===== src/core/csme_consts.svh =====
// Constants for the core state, mode and data-lane control block
// Operation
// - In the wide state instructions are 32 bits long and word aligned.
// - In the compact state instructions are 16 bits long and halfword aligned.
// - In the compact state program counter bit 1 picks the halfword of the fetched word.
// - Changing instruction state leaves the mode and all register values unchanged.
// - State changes only on branch-exchange, branch-link-exchange or a load to the program counter; the code also changes it on exception entry and return.
// - Any exception forces the wide state, kept through handling until the return.
// - Returning from a handler entered from the compact state restores the compact state.
// - Memory is bytes numbered from zero, four consecutive bytes forming each word.
// - Big-endian puts byte 0 on data bits 31 to 24.
// - Little-endian puts byte 0 on data bits 7 to 0.
// - Word, halfword and byte accesses exist, aligned to four, two and one bytes.
// - Seven modes exist: user, fast interrupt, interrupt, supervisor, abort, system, undefined.
// - Data abort and prefetch abort enter abort mode.
// - An undefined instruction exception enters undefined mode.
// - Every mode but user is privileged, and exceptions always run privileged.
// - The program counter has bits 1:0 zero in wide state and bit 0 zero in compact state.
`ifndef CSME_CONSTS_SVH
`define CSME_CONSTS_SVH

`define CSME_PC_RESET     32'h0000_0000
`define CSME_WORD_ALIGN   2'h3
`define CSME_HALF_ALIGN   2'h1
`define CSME_HALF_SEL_BIT 1
`define CSME_LANE0_BE     3
`define CSME_LANE0_LE     0

`endif


===== src/core/csme_pkg.sv =====
// Types for the core state, mode and data-lane control block
package csme_pkg;
  typedef enum logic [2:0] {
    CSME_MODE_USER, CSME_MODE_FIQ, CSME_MODE_IRQ, CSME_MODE_SVC,
    CSME_MODE_ABORT, CSME_MODE_SYSTEM, CSME_MODE_UNDEF
  } csme_mode_t;
  typedef enum logic [1:0] {CSME_SIZE_BYTE, CSME_SIZE_HALF, CSME_SIZE_WORD} csme_size_t;
  typedef enum logic [2:0] {
    CSME_EXC_NONE, CSME_EXC_FIQ, CSME_EXC_IRQ, CSME_EXC_SWI,
    CSME_EXC_DABORT, CSME_EXC_PABORT, CSME_EXC_UNDEF, CSME_EXC_RESET
  } csme_exc_t;
endpackage


===== src/core/csme_core_ctrl.sv =====
// Top: instruction state, operating mode, program counter and data lanes
`timescale 1ns/1ps
`default_nettype none
`include "csme_consts.svh"
module csme_core_ctrl
  import csme_pkg::*;
(
  // Clock and reset
  input  wire logic        ref_clk_i,
  input  wire logic        rst_n_i,
  // Static configuration pin
  input  wire logic        big_endian_i,
  // Execute events, one-cycle pulses
  input  wire logic        step_i,
  input  wire logic        branch_exchange_i,
  input  wire logic        branch_link_exchange_i,
  input  wire logic        load_pc_i,
  input  wire logic [31:0] target_i,
  input  wire csme_exc_t   exc_i,
  input  wire logic [31:0] vector_i,
  input  wire logic        exc_return_i,
  input  wire logic [31:0] return_addr_i,
  input  wire logic        mode_wr_i,
  input  wire csme_mode_t  mode_wdata_i,
  // Fetch side
  input  wire logic [31:0] fetch_word_i,
  output logic [31:0]      pc_o,
  output logic             compact_o,
  output logic [31:0]      instr_o,
  // Mode
  output csme_mode_t       mode_o,
  output logic             priv_o,
  // Data access
  input  wire logic        dreq_i,
  input  wire logic [31:0] daddr_i,
  input  wire csme_size_t  dsize_i,
  input  wire logic [31:0] dwdata_i,
  input  wire logic [31:0] bus_rdata_i,
  output logic [31:0]      bus_addr_o,
  output logic [31:0]      bus_wdata_o,
  output logic [3:0]       bus_lane_o,
  output logic             bus_req_o,
  output logic [31:0]      drdata_o,
  output logic             misalign_o,
  output logic             big_end_o
);
  // Internal state
  logic        compact_reg;
  logic        saved_compact_reg;
  logic        in_handler_reg;
  logic [31:0] pc_reg;
  csme_mode_t  mode_reg;
  csme_mode_t  saved_mode_reg;
  logic        be_sync1_reg;
  logic        be_sync2_reg;
  logic        be_reg;
  logic        rst_done_reg;
  csme_mode_t  exc_mode;
  logic        priv_now;
  logic [31:0] st_wdata;
  logic [31:0] st_rdata;
  logic [3:0]  st_lane;
  logic        st_mis;
  logic        exch;
  logic        exc_take;

  // Program counter alignment for a given state
  function automatic logic [31:0] align_pc(input logic [31:0] a, input logic cmp);
    align_pc = cmp ? (a & ~32'h0000_0001) : (a & ~32'h0000_0003);
  endfunction

  assign exch     = branch_exchange_i | branch_link_exchange_i | load_pc_i;
  assign exc_take = (exc_i != CSME_EXC_NONE);

  csme_mode_map u_mode_map (
    .exc_i      (exc_i),
    .mode_i     (mode_reg),
    .exc_mode_o (exc_mode),
    .priv_o     (priv_now)
  );

  csme_lane_steer u_lane (
    .addr_lo_i   (daddr_i[1:0]),
    .size_i      (dsize_i),
    .big_end_i   (be_reg),
    .wdata_i     (dwdata_i),
    .bus_rdata_i (bus_rdata_i),
    .bus_wdata_o (st_wdata),
    .lane_en_o   (st_lane),
    .rdata_o     (st_rdata),
    .misalign_o  (st_mis)
  );

  // Endian pin synchroniser; kept out of reset so it tracks the strap while the core is held
  always_ff @(posedge ref_clk_i) begin
    be_sync1_reg <= big_endian_i;
    be_sync2_reg <= be_sync1_reg;
  end

  // Byte order latched only in the first cycle after reset release, then frozen
  always_ff @(posedge ref_clk_i or negedge rst_n_i) begin
    if (!rst_n_i) begin
      be_reg       <= 1'b0;
      rst_done_reg <= 1'b0;
    end else if (!rst_done_reg) begin
      be_reg       <= be_sync2_reg;
      rst_done_reg <= 1'b1;
    end
  end

  // Instruction state; exception outranks return, which outranks exchange
  always_ff @(posedge ref_clk_i or negedge rst_n_i) begin
    if (!rst_n_i) begin
      compact_reg       <= 1'b0;
      saved_compact_reg <= 1'b0;
      in_handler_reg    <= 1'b0;
    end else if (exc_take) begin
      saved_compact_reg <= compact_reg;
      compact_reg       <= 1'b0;
      in_handler_reg    <= 1'b1;
    end else if (exc_return_i && in_handler_reg) begin
      compact_reg    <= saved_compact_reg;
      in_handler_reg <= 1'b0;
    end else if (exch && !in_handler_reg) begin
      compact_reg <= target_i[0];
    end
  end

  // Mode: untouched by state change, set by exceptions or privileged writes
  always_ff @(posedge ref_clk_i or negedge rst_n_i) begin
    if (!rst_n_i) begin
      mode_reg       <= CSME_MODE_SVC;
      saved_mode_reg <= CSME_MODE_SVC;
    end else if (exc_take) begin
      saved_mode_reg <= mode_reg;
      mode_reg       <= exc_mode;
    end else if (exc_return_i && in_handler_reg) begin
      mode_reg <= saved_mode_reg;
    end else if (mode_wr_i && priv_now) begin
      mode_reg <= mode_wdata_i;
    end
  end

  // Program counter; step size follows the instruction length
  always_ff @(posedge ref_clk_i or negedge rst_n_i) begin
    if (!rst_n_i) begin
      pc_reg <= `CSME_PC_RESET;
    end else if (exc_take) begin
      pc_reg <= align_pc(vector_i, 1'b0);
    end else if (exc_return_i && in_handler_reg) begin
      pc_reg <= align_pc(return_addr_i, saved_compact_reg);
    end else if (exch && !in_handler_reg) begin
      pc_reg <= align_pc(target_i, target_i[0]);
    end else if (exch) begin
      pc_reg <= align_pc(target_i, 1'b0);
    end else if (step_i) begin
      pc_reg <= compact_reg ? pc_reg + 32'h0000_0002 : pc_reg + 32'h0000_0004;
    end
  end

  // Fetch outputs; halfword pick by pc bit 1 and byte order
  always_ff @(posedge ref_clk_i or negedge rst_n_i) begin
    if (!rst_n_i) begin
      pc_o      <= `CSME_PC_RESET;
      compact_o <= 1'b0;
      instr_o   <= 32'h0000_0000;
      mode_o    <= CSME_MODE_SVC;
      priv_o    <= 1'b1;
    end else begin
      pc_o      <= pc_reg;
      compact_o <= compact_reg;
      mode_o    <= mode_reg;
      priv_o    <= priv_now;
      if (!compact_reg) begin
        instr_o <= fetch_word_i;
      end else if (pc_reg[`CSME_HALF_SEL_BIT] ^ be_reg) begin
        instr_o <= {16'h0000, fetch_word_i[31:16]};
      end else begin
        instr_o <= {16'h0000, fetch_word_i[15:0]};
      end
    end
  end

  // Data access outputs, registered; misaligned requests are not issued
  always_ff @(posedge ref_clk_i or negedge rst_n_i) begin
    if (!rst_n_i) begin
      bus_addr_o  <= 32'h0000_0000;
      bus_wdata_o <= 32'h0000_0000;
      bus_lane_o  <= 4'h0;
      bus_req_o   <= 1'b0;
      drdata_o    <= 32'h0000_0000;
      misalign_o  <= 1'b0;
      big_end_o   <= 1'b0;
    end else begin
      bus_addr_o  <= {daddr_i[31:2], 2'b00};
      bus_wdata_o <= st_wdata;
      bus_lane_o  <= (dreq_i && !st_mis) ? st_lane : 4'h0; // no strobes on refusal
      bus_req_o   <= dreq_i && !st_mis;
      misalign_o  <= dreq_i && st_mis;
      drdata_o    <= st_rdata;
      big_end_o   <= be_reg;
    end
  end
endmodule // csme_core_ctrl
`default_nettype wire


===== src/core/csme_lane_steer.sv =====
// Data bus byte-lane steering and alignment check
`timescale 1ns/1ps
`default_nettype none
`include "csme_consts.svh"
module csme_lane_steer
  import csme_pkg::*;
(
  // Access
  input  wire logic [1:0]  addr_lo_i,
  input  wire csme_size_t  size_i,
  input  wire logic        big_end_i,
  input  wire logic [31:0] wdata_i,
  input  wire logic [31:0] bus_rdata_i,
  // Results
  output logic [31:0]      bus_wdata_o,
  output logic [3:0]       lane_en_o,
  output logic [31:0]      rdata_o,
  output logic             misalign_o
);
  // Physical lane of a byte address within the word
  function automatic logic [1:0] lane_of(input logic [1:0] a, input logic be);
    lane_of = be ? (2'h3 - a) : a;
  endfunction

  logic [1:0] l0;
  logic [1:0] l1;
  assign l0 = lane_of(addr_lo_i, big_end_i);
  assign l1 = lane_of(addr_lo_i | 2'h1, big_end_i);

  // Alignment and lanes; misaligned accesses still present a lane pattern
  always_comb begin
    misalign_o  = 1'b0;
    lane_en_o   = 4'h0;
    bus_wdata_o = 32'h0000_0000;
    rdata_o     = 32'h0000_0000;
    case (size_i)
      CSME_SIZE_WORD: begin
        misalign_o  = |(addr_lo_i & `CSME_WORD_ALIGN);
        lane_en_o   = 4'hf;
        bus_wdata_o = wdata_i;
        rdata_o     = bus_rdata_i;
      end
      CSME_SIZE_HALF: begin
        misalign_o = addr_lo_i[0];
        lane_en_o[l0] = 1'b1;
        lane_en_o[l1] = 1'b1;
        // Lower byte address holds the halfword's low byte in LE, high byte in BE
        bus_wdata_o[l0*8 +: 8] = big_end_i ? wdata_i[15:8] : wdata_i[7:0];
        bus_wdata_o[l1*8 +: 8] = big_end_i ? wdata_i[7:0] : wdata_i[15:8];
        rdata_o[15:8] = big_end_i ? bus_rdata_i[l0*8 +: 8] : bus_rdata_i[l1*8 +: 8];
        rdata_o[7:0]  = big_end_i ? bus_rdata_i[l1*8 +: 8] : bus_rdata_i[l0*8 +: 8];
      end
      default: begin
        lane_en_o[l0] = 1'b1;
        bus_wdata_o[l0*8 +: 8] = wdata_i[7:0];
        rdata_o[7:0] = bus_rdata_i[l0*8 +: 8];
      end
    endcase
  end
endmodule // csme_lane_steer
`default_nettype wire


===== src/core/csme_mode_map.sv =====
// Exception to mode mapping and privilege decode
`timescale 1ns/1ps
`default_nettype none
module csme_mode_map
  import csme_pkg::*;
(
  // Inputs
  input  wire csme_exc_t  exc_i,
  input  wire csme_mode_t mode_i,
  // Results
  output var  csme_mode_t exc_mode_o,
  output logic            priv_o
);
  // Every exception lands in a privileged mode
  always_comb begin
    case (exc_i)
      CSME_EXC_FIQ:    exc_mode_o = CSME_MODE_FIQ;
      CSME_EXC_IRQ:    exc_mode_o = CSME_MODE_IRQ;
      CSME_EXC_DABORT: exc_mode_o = CSME_MODE_ABORT;
      CSME_EXC_PABORT: exc_mode_o = CSME_MODE_ABORT;
      CSME_EXC_UNDEF:  exc_mode_o = CSME_MODE_UNDEF;
      default:         exc_mode_o = CSME_MODE_SVC;
    endcase
  end
  assign priv_o = (mode_i != CSME_MODE_USER);
endmodule // csme_mode_map
`default_nettype wire


===== config.mk =====
export PLATFORM = sky130hd
export DESIGN_NAME = csme_core_ctrl
export DESIGN_NICKNAME = d
export VERILOG_FILES = /design/src/core/csme_pkg.sv /design/src/core/csme_core_ctrl.sv /design/src/core/csme_lane_steer.sv /design/src/core/csme_mode_map.sv
export VERILOG_INCLUDE_DIRS = /design/src /design/src/core
export SDC_FILE = /design/constraint.sdc
export NUM_CORES = 1
export LEC_CHECK = 0
export ABC_AREA = 1
export BUFFER_PORTS_ARGS = -buffer_cell sky130_fd_sc_hd__buf_4
export CORE_MARGIN = 1
export CORE_UTILIZATION = 39
export DETAILED_ROUTE_END_ITERATION = 16
export PLACE_DENSITY = 0.77
export REMOVE_ABC_BUFFERS = 1
export SETUP_SLACK_MARGIN = 0.3
export SLEW_MARGIN = 20
export SYNTH_ARGS = -nofsm -noshare
export SYNTH_HDL_FRONTEND = slang
export SYNTH_SLANG_ARGS = --single-unit

===== constraint.sdc =====
create_clock -name ref_clk_i -period 3.05 [get_ports ref_clk_i]
set_clock_uncertainty 0.05 [all_clocks]
set_input_delay 0.4575 -clock ref_clk_i [delete_from_list [all_inputs] [get_ports ref_clk_i]]
set_output_delay 0.4575 -clock ref_clk_i [all_outputs]
set_load 0.005 [all_outputs]

# After elaboration in Yosys (flattened, before gate mapping)
# Cells that the tools add are included.
# word_totals
ff_bits,215
input_bits,242
word_cells,106
# classes
n_addsub,6
n_lt_le_gt_ge,4
n_eq_ne,7
n_shift,7
muxes,37
bitwise,6
n_reduce_logical,17
# op_table
operator,n
32-bit 2-to-1 mux,7
8-bit by 34-bit variable part select with 32-bit output,3
5-bit negator with 34-bit output,2
8-bit by 34-bit variable shift with 32-bit output (first input constant),2
32-bit AND,2
32-bit case mux with 2 select lines,1
32-bit by 6-bit variable part select with 8-bit output,2
32-bit by 2-bit adder with 32-bit output (second input constant),1
32-bit by 3-bit adder with 32-bit output (second input constant),1
32-bit bitwise mux,1
16-bit 2-to-1 mux,2
8-bit 2-to-1 mux,4
8-bit case mux with 2 select lines,2
3-bit case mux with 4 select lines,1
3-bit nonzero test,4
3-bit == test (second input constant),3
3-bit 2-to-1 mux,3
2-bit 2-to-1 mux,4
4-bit case mux with 2 select lines,1
1-bit logical AND,7
1-bit 2-to-1 mux,7
2-bit by 3-bit < comparator with 1-bit output (second input constant),2
5-bit nonzero test,1
1-bit demux with 2-bit select,2
other kinds (14),19

# Longest topological paths before layout
# Gate-level depths: netlist (run 1).
# logic_depth
ltp_word,9
ltp_mapped,14
ltp_nobuf,13

# Hierarchy
# A second synthesis (run 1) with hierarchy kept.
# hier_totals
hier_cells,1470
hier_area_um2,10941.7
# modules_own_cells
module,instances,cells_per_inst,area_each_um2
csme_core_ctrl,1,864,8209.1
csme_lane_steer,1,597,2695.1
csme_mode_map,1,9,37.5

# Least setup slack after synthesis (run 1)
# OpenSTA, ideal clock, no wires.
# synth_path
path_kind,flip-flop to flip-flop
start,reg be_reg
end,reg drdata_o[10]
setup_time_ns,0.134
t_arrival_ns,2.204
setup_slack_ns,0.662
path_stages_with_launch,14
cell_sequence,dfrtp_1 -> buf_4 -> inv_4 -> buf_2 -> buf_2 -> ha_1 -> clkbuf_1 -> nand2_2 -> buf_2 -> or2_1 -> nand3_1 -> nand2_1 -> nand2_1 -> a21oi_2
# synth_between
elab_chain_len,4
elab_cells_between_ends,6
classes_between,2 x shift; 4 x mux
# synth_rtl
element,line_no,text
start: declaration,csme_core_ctrl.sv:56,logic be_reg;
start signal: assignment,csme_core_ctrl.sv:106,be_reg <= be_sync2_reg;
2-bit 2-to-1 mux,csme_lane_steer.sv:22,lane_of = be ? (2'h3 - a) : a;
32-bit by 6-bit variable part select with 8-bit output,csme_lane_steer.sv:50,rdata_o[15:8] = big_end_i ? bus_rdata_i[l0*8 +: 8] : bus_rdata_i[l1*8 +: 8];
8-bit 2-to-1 mux (*),csme_lane_steer.sv:50,
8-bit case mux with 2 select lines (*),csme_lane_steer.sv:36,case (size_i)
via st_rdata[10],csme_core_ctrl.sv:61,logic [31:0] st_rdata;
end signal: assignment,csme_core_ctrl.sv:200,drdata_o <= st_rdata;
end: declaration,csme_core_ctrl.sv:43,"output logic [31:0] drdata_o,"
# The timed path passes the listed nets; every way through them passes the cells marked *.
# A chain may end at the register's enable or synchronous reset.

# Final worst setup path (run 1)
# layout_path
start,reg be_reg
end,reg drdata_o[8]
# Same word-level chain as after synthesis.

==> reports/qor.txt, run 1 <==
status = finished, final reports clean
hpwl dp = 28,540 µm
Sink Count = 213
fin worst setup slack = 0.4561 ns
Post-synth top flop = dfrtp_1
first-pass GRT wire length = 60,950 µm
clk buf depth = 3
core box area = 27,860 µm²
die width = 170.5 µm
post-synth cell types = 45
Power Density = 509.9 nW/µm²
Initial Util = 39.75%
hold crit path type = input port to flip-flop
peak supply drop = 0.5156 mV
initial antenna violation count = 3
# IOs = 414
combinational share of power = 19.9%
antenna viol nets, final = 0
most common cell after layout, fill and taps aside = nand2_1
post-DR vias/cell = 5.190
final hold violations = 0
internal power = 5749 µW
Seq cells post-synth = 213
RSZ-0062 raised after global routing = no
Buffers on Ports = 407
minimum clock period = 2.594 ns
Worst Path Max Fanout = 17
H-tree level count = 1
Placer Congestion = 0.9449
gr ovfl total = 0
pin count of the biggest net entering global routing = 66
Place WS = 0.4523 ns
Post-Syn Instances = 1,478
mapped cell area = 11,070 µm²
Max Fclk = 0.3855 GHz
Die Y = 170.5 µm
sequential share of the synthesized area = 48.12%
Yosys warning total = 0
clock power share = 40.2%
Clock Latency Late Sink = 0.53 ns
worst-margin pin slew = 0.9127 ns
FFs w/ async S/R, synth = 99.06%
final setup fails = 0
Mapped Avg Cell Area = 7.492 µm²
slew margin rel. = 39.15%
Largest regs = bus_wdata_o x32, drdata_o x32, instr_o x32
vias in the first global route = 11.37k
WL final = 40,130 µm
post-route cell area = 15,660 µm²
fill count = 2,476
WP data arrival = 2.95 ns
DR iter-0 viols = 1,165
CP required = 3.41 ns
most frequent cells in the layout = 437 x nand2_1, 424 x buf_4, 203 x dfrtp_1
Max Cap Viol = 0
GRT Total Usage = 27.12%
Post-synth EDFFs = 0
TritonCTS clock tree = yes
Layout area overhead = 41.45%
row count = 61
area of the die = 29,070 µm²
WL/cell = 17.53 µm
FF-to-FF setup slack = 0.46 ns
CTS Buf Count = 25
layout cells sized above 1 = 27.59%
vias = 11.88k
sequential share of power = 39.9%
crit path capture type = flip-flop
switching power total = 2236 µW
drt drc = 0
Final Max Slew Viols = 0
drt pass-1 iters = 6
Net Sw Frac = 28.00%
Leak Pwr = 0.008016 µW
CP Launch Type = flip-flop
Layout Nets = 2,147
fin crit share = 85.05%
WS Path Type = flip-flop to flip-flop
root buffer cell = clkbuf_16
power consumption = 7986 µW
placed cell areas = 14,440 µm²
Worst-path clk slew = 0.06 ns
[cells in the mapped netlist, types with 4 or more instances]
library cell | n | area [µm²]
o21ai_1 | 28 | 140.1
ha_1 | 12 | 150.1
clkbuf_1 | 34 | 127.6
nor2_1 | 182 | 683.2
buf_2 | 20 | 100.1
nand3_1 | 63 | 315.3
a21oi_2 | 7 | 61.31
nor2_2 | 4 | 25.02
a22oi_1 | 5 | 37.54
o22ai_1 | 10 | 62.56
a21oi_1 | 87 | 435.4
buf_4 | 9 | 67.56
nand2_1 | 437 | 1640
dfrtp_1 | 204 | 5105
nand4_1 | 5 | 31.28
inv_1 | 124 | 465.5
nor2_4 | 6 | 67.56
a31oi_1 | 6 | 37.54
o211ai_1 | 7 | 52.55
inv_2 | 12 | 45.04
dfstp_2 | 7 | 183.9
nor3_1 | 4 | 20.02
buf_1 | 7 | 26.28
nand2_2 | 6 | 37.54
o21ai_0 | 155 | 775.7
[worst max-delay path, cell delays in order, from the launching register on]
cell      delay, ns
dfrtp_2        0.48
inv_4          0.18
ha_1           0.29
inv_2          0.37
nand2_4        0.23
inv_2          0.38
nand2_1        0.11
o211ai_1       0.14
nand2_1        0.08
nand2_1        0.08
a21oi_1        0.06
[cell families after synthesis]
group / synth area share (%)
fa+ha+maj: 1.356
flops: 48.12
xor+xnor: 0.2373
other cells: 0.06782
compound gates: 15.06
simple gates: 27.18
buf+inv: 7.977
[path summary, 6_finish.rpt]
path	startpoint	endpoint	depth (start not counted)
setup / recovery	be_reg$_DFFE_PN0N_	drdata_o[8]$_DFF_PN0_	10
hold / removal	bus_rdata_i[19]	drdata_o[19]$_DFF_PN0_	3
setup reg to reg	be_reg$_DFFE_PN0N_	drdata_o[8]$_DFF_PN0_	10
hold reg to reg	mode_reg[1]$_DFFE_PN1P_	mode_o[1]$_DFF_PN1_	0
max in group asynchronous	rst_n_i	pc_o[16]$_DFF_PN0_	3
min in group asynchronous	rst_n_i	bus_wdata_o[24]$_DFF_PN0_	2
[power groups by stage]
| stage | combinational (µW) | sequential [µW] | clock (µW) |
|---|---|---|---|
| 3_5_place_dp | 1530 | 3230 | 0 |
| 2_1_floorplan | 635 | 3220 | 0 |
| 5_1_grt | 1740 | 3200 | 3370 |
| 3_3_place_gp | 1500 | 3230 | 0 |
| 6_report | 1590 | 3180 | 3210 |
| 4_1_cts | 1570 | 3180 | 3280 |
[final cells by class]
cell class / instances / area, µm² / area share (%)
multi-input cells: 1054 / 4882 / 31.17
inverters: 140 / 528.0 / 3.371
flip-flops and latches: 213 / 5330 / 34.03
repair buffers: 459 / 3558 / 22.72
well taps: 378 / 473.0 / 3.020
clock inverters: 10 / 158.9 / 1.015
clock buffers: 34 / 729.5 / 4.657
diodes: 1 / 2.502 / 0.01598
[timing repair]
| item | 4_1_cts | 5_1_grt |
|---|---|---|
| hold buffers | 32 | 0 |
| gates resized for setup | 0 | 0 |
| hold endpoints to repair | 84 | 0 |
| buffers inserted | 0 | 0 |
[metrics by stage]
stage	hold slack [ns]	setup TNS, ns	util (%)	cells
after floorplan	0.1119	-8.355	-	1407
after global placement	0.2935	0	51.85	2212
after detailed placement	0.2924	0	51.85	2212
after CTS	0.06169	0	56.19	2288
after global routing	0.07581	0	56.22	2289
final	0.07938	0	56.22	2289
[layer usage]
metal	global-route usage, %	wire, µm	up-vias
met4	10.65	1501	4
met1	32.69	15380	5560
met3	6.847	3981	112
met2	46.28	19240	670
li1	-	-	5533
met5	0	25	-
(Power assumes the default switching activity.)
==> run 2, diff against run 1 <==
==> constraint.sdc (replaced) <==
create_clock -name ref_clk_i -period 3.05 [get_ports ref_clk_i]
set_clock_uncertainty 0.05 [all_clocks]
set_input_delay 0.305 -clock ref_clk_i [delete_from_list [all_inputs] [get_ports ref_clk_i]]
set_output_delay 0.305 -clock ref_clk_i [all_outputs]
set_load 0.005 [all_outputs]
==> run 2 against run 1 <==
- wire length grew 1.5%
- design area grew 3.1%
- sequential share of layout area fell by 1.0 points
- worst hold slack got worse by 0.060 ns
- combinational power up 3%
- total power shrank 2.1%
- via count grew 1.6%
- non-clock buffer count grew 55
- first-iteration DRC count grew 8.2%
- count of clock-buffer cells in the layout is 1 higher
- flip-flop and latch count unchanged
- largest cell class unchanged
- largest power group is now sequential cells
==> reports/qor.txt, run 2 (synthesis results as in run 1) <==
post-route cell area = 16,150 µm²
worst-margin pin slew = 0.8738 ns
DR iter-0 viols = 1,261
CTS Buf Count = 24
Placed Instances = 2,214
Leak Pwr = 0.008218 µW
initial antenna violation count = 2
area of the die = 29,070 µm²
RSZ-0062 raised after global routing = no
R2R depth = 10
layout cells sized above 1 = 26.78%
drt pass-1 iters = 6
Power Density = 484.5 nW/µm²
vias = 12.08k
final hold violations = 0
drt drc = 0
row count = 61
vias in the first global route = 11.73k
post-DR vias/cell = 5.151
Worst-path clk slew = 0.06 ns
CP required = 3.39 ns
Clock Latency Late Sink = 0.52 ns
fin crit share = 83.19%
WL final = 40,740 µm
Layout Cells excl Fill = 2,344
most frequent cells in the layout = 437 x nand2_1, 426 x buf_4, 203 x dfrtp_1
Worst Path Max Fanout = 29
critical path's most frequent cell = o21ai_0
Post-CTS Repair Setup Buffers = 0
root buffer cell = clkbuf_16
Final Max Slew Viols = 0
CP max stage delay = 0.48 ns
clk buf depth = 3
placed cell areas = 14,470 µm²
Die Y = 170.5 µm
CP Launch Type = flip-flop
status = finished, final reports clean
slew margin rel. = 41.69%
Layout area overhead = 45.81%
crit path capture type = flip-flop
pin count of the biggest net entering global routing = 78
WS Path Type = flip-flop to flip-flop
hpwl dp = 28,360 µm
antenna viol nets, final = 0
Buffers on Ports = 407
peak supply drop = 0.4127 mV
gr ovfl total = 0
core box area = 27,860 µm²
slowest CP cell = dfrtp_2
# resized after CTS = 0
die width = 170.5 µm
minimum clock period = 2.537 ns
most common cell after layout, fill and taps aside = nand2_1
TritonCTS clock tree = yes
Layout Nets = 2,201
H-tree level count = 1
Initial Util = 39.75%
WP data arrival = 2.88 ns
Max Cap Viol = 0
WL/cell = 17.38 µm
GRT Total Usage = 27.83%
final setup fails = 0
critical path cell sequence = buf_4, ha_1, nor2_2, inv_1, nand2_1, o21ai_0, nand3_1, o21ai_0, nand2_1, o21ai_0
Placer Congestion = 0.9483
Max Fclk = 0.3941 GHz
Worst Hold Depth = 3
# IOs = 414
hold crit path type = input port to flip-flop
Largest regs = bus_wdata_o x32, drdata_o x32, instr_o x32
Sink Count = 213
first-pass GRT wire length = 62,630 µm
## run 2: what timing repair did
item	CTS	global route
endpoints found under the hold margin	150	0
hold buffers	85	0
endpoints found under the setup margin	0	0
## run 2: routing by layer
layer	track usage, %	part of all wire, %	wire, µm	vias up
li1	-	-	-	5658
met3	6.454	9.1	3720	117
met2	47.38	48	19680	654
met4	10.65	3.7	1487	2
met5	0	0.042	17	-
met1	34.11	39	15830	5644
## run 2: cell type report
cell class	instances	area (µm²)
diodes	2	5.005
clock buffers	35	723.2
clock inverters	8	100.1
fillers	2432	11710
inverters	140	528.0
multi-input cells	1054	4882
flip-flops and latches	213	5330
well taps	378	473.0
repair buffers	514	4104
## run 2: stage by stage
step	total power, µW	utilization (%)	setup slack, ns	TNS (ns)	hold slack (ns)
2_1_floorplan	3858	-	-0.3969	-8.355	-0.04059
3_3_place_gp	4724	51.90	0.6476	0	0.2635
3_5_place_dp	4756	51.93	0.6003	0	0.2621
4_1_cts	7849	57.94	0.5737	0	0.002085
5_1_grt	8161	57.94	0.4272	0	0.01860
6_report	7822	57.96	0.5129	0	0.01940
## run 2: worst max-delay path: cells and delay by family (launching register included)
family	cells	cell delay, ns
adder cells (fa/ha/maj)	1	0.24
AND/OR/NAND/NOR	4	0.80
buffers and inverters	2	0.43
flip-flops	1	0.48
AO/OA/AOI/OAI	3	0.39
## run 2: path summary, 6_finish.rpt
kind                                      start                         to  slack [ns]
min in group asynchronous               rst_n_i  bus_wdata_o[24]$_DFF_PN0_        0.31
min reg2reg                be_sync1_reg$_DFF_P_       be_sync2_reg$_DFF_P_        0.27
max                          be_reg$_DFFE_PN0N_  bus_wdata_o[11]$_DFF_PN0_        0.51
max in group asynchronous               rst_n_i         be_reg$_DFFE_PN0N_        1.85
max reg2reg                  be_reg$_DFFE_PN0N_  bus_wdata_o[11]$_DFF_PN0_        0.51
min                            fetch_word_i[17]      instr_o[17]$_DFF_PN0_        0.02
## run 2: where the power goes
part	internal, µW	switching [µW]
clock	1810	1180
sequential	3050	137
combinational	743	900
==> run 3, diff against run 2 <==
PLACE_DENSITY = 0.79   (was 0.77)
clock period = 2.1 ns   (was 3.05 ns; I/O delays follow)
==> run 3 against run 2 <==
- first-iteration DRC count is 21% higher
- combinational power is 80% higher
- non-clock buffer count is 140 higher
- wire length is 9.5% higher
- design area is 11% higher
- final cell count is 6.1% higher
- clock power is 45% higher
- worst hold slack worse by 0.011 ns
- largest cell class is now non-clock buffers
- largest power group unchanged
==> reports/qor.txt, run 3 (synthesis results as in run 1) <==
H-tree level count = 1
WP data arrival = 2.33 ns
DR iter-0 viols = 1,520
Max Cap Viol = 0
most frequent cells in the layout = 458 x buf_4, 420 x nand2_1, 198 x dfrtp_1
CP required = 2.49 ns
WL/cell = 17.94 µm
worst-margin pin slew = 0.5210 ns
row count = 61
Die Y = 170.5 µm
Placed Instances = 2,235
multi-input logic area = 5234 µm²
Placer Congestion = 0.9389
core box area = 27,860 µm²
clock power share = 36.4%
fin worst setup slack = 0.1659 ns
TritonCTS clock tree = yes
Leak Pwr = 0.008992 µW
Layout Cells excl Fill = 2,486
# IOs = 414
Min Hold Slack = 0.008057 ns
WL final = 44,590 µm
drt pass-1 iters = 6
Initial Util = 39.75%
Clock Latency Late Sink = 0.52 ns
Power Density = 661.4 nW/µm²
FF-to-FF setup slack = 0.17 ns
hpwl dp = 28,780 µm
vias in the first global route = 12.64k
status = finished, final reports clean
final setup fails = 0
pin count of the biggest net entering global routing = 54
internal power = 8442 µW
crit path capture type = flip-flop
antenna viol nets, final = 0
hold crit path type = input port to flip-flop
Net Sw Frac = 29.09%
aggregate negative setup slack = 0 ns
Max Fclk = 0.5170 GHz
die width = 170.5 µm
sequential share of power = 38.8%
fin crit share = 92.10%
fill count = 2,108
clk buf depth = 3
hold path start = dwdata_i[10]
most common cell after layout, fill and taps aside = buf_4
RSZ-0062 raised after global routing = yes
Worst Hold End = bus_wdata_o[10]$_DFF_PN0_
Worst Hold Depth = 5
switching power total = 3463 µW
Worst-path clk slew = 0.06 ns
post-DR vias/cell = 5.285
R2R depth = 10
drt drc = 0
minimum clock period = 1.934 ns
Place WS = 0.004378 ns
WS Path Type = flip-flop to flip-flop
initial antenna violation count = 1
Worst Path Max Fanout = 7
Largest regs = bus_wdata_o x32, drdata_o x32, instr_o x32
CP Launch Type = flip-flop
vias = 13.14k
Final Max Slew Viols = 0
GRT Total Usage = 29.07%
layout cells sized above 1 = 31.20%
combinational share of power = 24.8%
gr ovfl total = 0
Layout Nets = 2,342
Layout area overhead = 62.54%
r2r startpoint = be_reg$_DFFE_PN0N_
R2R Path End = drdata_o[1]$_DFF_PN0_
peak supply drop = 0.5689 mV
area of the die = 29,070 µm²
Buffers on Ports = 407
slew margin rel. = 65.23%
CTS Buf Count = 24
root buffer cell = clkbuf_16
Sequential cell area = 5336 µm²
final hold violations = 0
first-pass GRT wire length = 66,020 µm
Sink Count = 213
run 3: cell count changes in the layout (fill, tap and decap cells not counted), sizes merged:
cell | before | now
bufinv | 2 | 3
clkbuf | 35 | 36
clkinvlp | 1 | 3
buf | 429 | 481
dlygate4sd3 | 85 | 170
nor2 | 194 | 195
run 3: worst max path at each step:
stage | from | end | depth (start not counted)
5_1_grt | be_reg$_DFFE_PN0N_ | drdata_o[1]$_DFF_PN0_ | 10
6_report | be_reg$_DFFE_PN0N_ | drdata_o[1]$_DFF_PN0_ | 10
3_5_place_dp | be_reg$_DFFE_PN0N_ | drdata_o[14]$_DFF_PN0_ | 11
3_3_place_gp | be_reg$_DFFE_PN0N_ | drdata_o[14]$_DFF_PN0_ | 11
4_1_cts | be_reg$_DFFE_PN0N_ | drdata_o[7]$_DFF_PN0_ | 9
2_1_floorplan | be_reg$_DFFE_PN0N_ | drdata_o[14]$_DFF_PN0_ | 11
run 3: repair_timing:
action,CTS,global route
cloned,1,3
hold endpoints to repair,353,1
setup buffers,13,18
hold buffers,169,1
resized for setup,38,135
endpoints found under the setup margin,78,77
pin swaps,10,39
run 3: layout make-up:
class	instances	area share [%]
Timing Repair Buffer	654	31.01
Inverter	140	3.080
Clock buffer	33	3.691
Clock inverter	11	0.8342
Multi-Input combinational cell	1055	29.08
Sequential cell	213	29.65
Antenna cell	2	0.02781
Tap cell	378	2.628
run 3: worst max-delay path, stage by stage, from the launching register on:
cell and delay, ns:
dfrtp_2 0.46, inv_6 0.12, ha_4 0.25, inv_8 0.11, buf_6 0.15, o21ai_0 0.12, o22ai_1 0.24, nand3_1 0.11
o21ai_0 0.09, nand2_1 0.06, o21ai_0 0.08
run 3: metal layers:
metal / GRT usage (%) / part of all wire, % / vias up
li1: - / - / 5943
met1: 33.97 / 36 / 6131
met2: 50.12 / 49 / 866
met3: 6.084 / 9.3 / 198
met4: 15.28 / 5.6 / 0
met5: 0 / 0 / -
run 3: stage by stage:
step / cell area [µm²] / util [%] / total power [µW]
floorplan: 10730 / - / 5603
global placement: 14690 / 52.74 / 6910
detailed placement: 14690 / 52.74 / 6960
CTS: 17450 / 62.62 / 11660
global route: 18000 / 64.60 / 12390
finish: 18000 / 64.61 / 11910
run 3: power by group through the flow:
stage | clock (µW) | sequential [µW] | combinational [µW]
6_report | 4330 | 4620 | 2950
5_1_grt | 4570 | 4650 | 3170
4_1_cts | 4390 | 4610 | 2660
3_5_place_dp | 0 | 4670 | 2290
3_3_place_gp | 0 | 4670 | 2240
2_1_floorplan | 0 | 4680 | 923
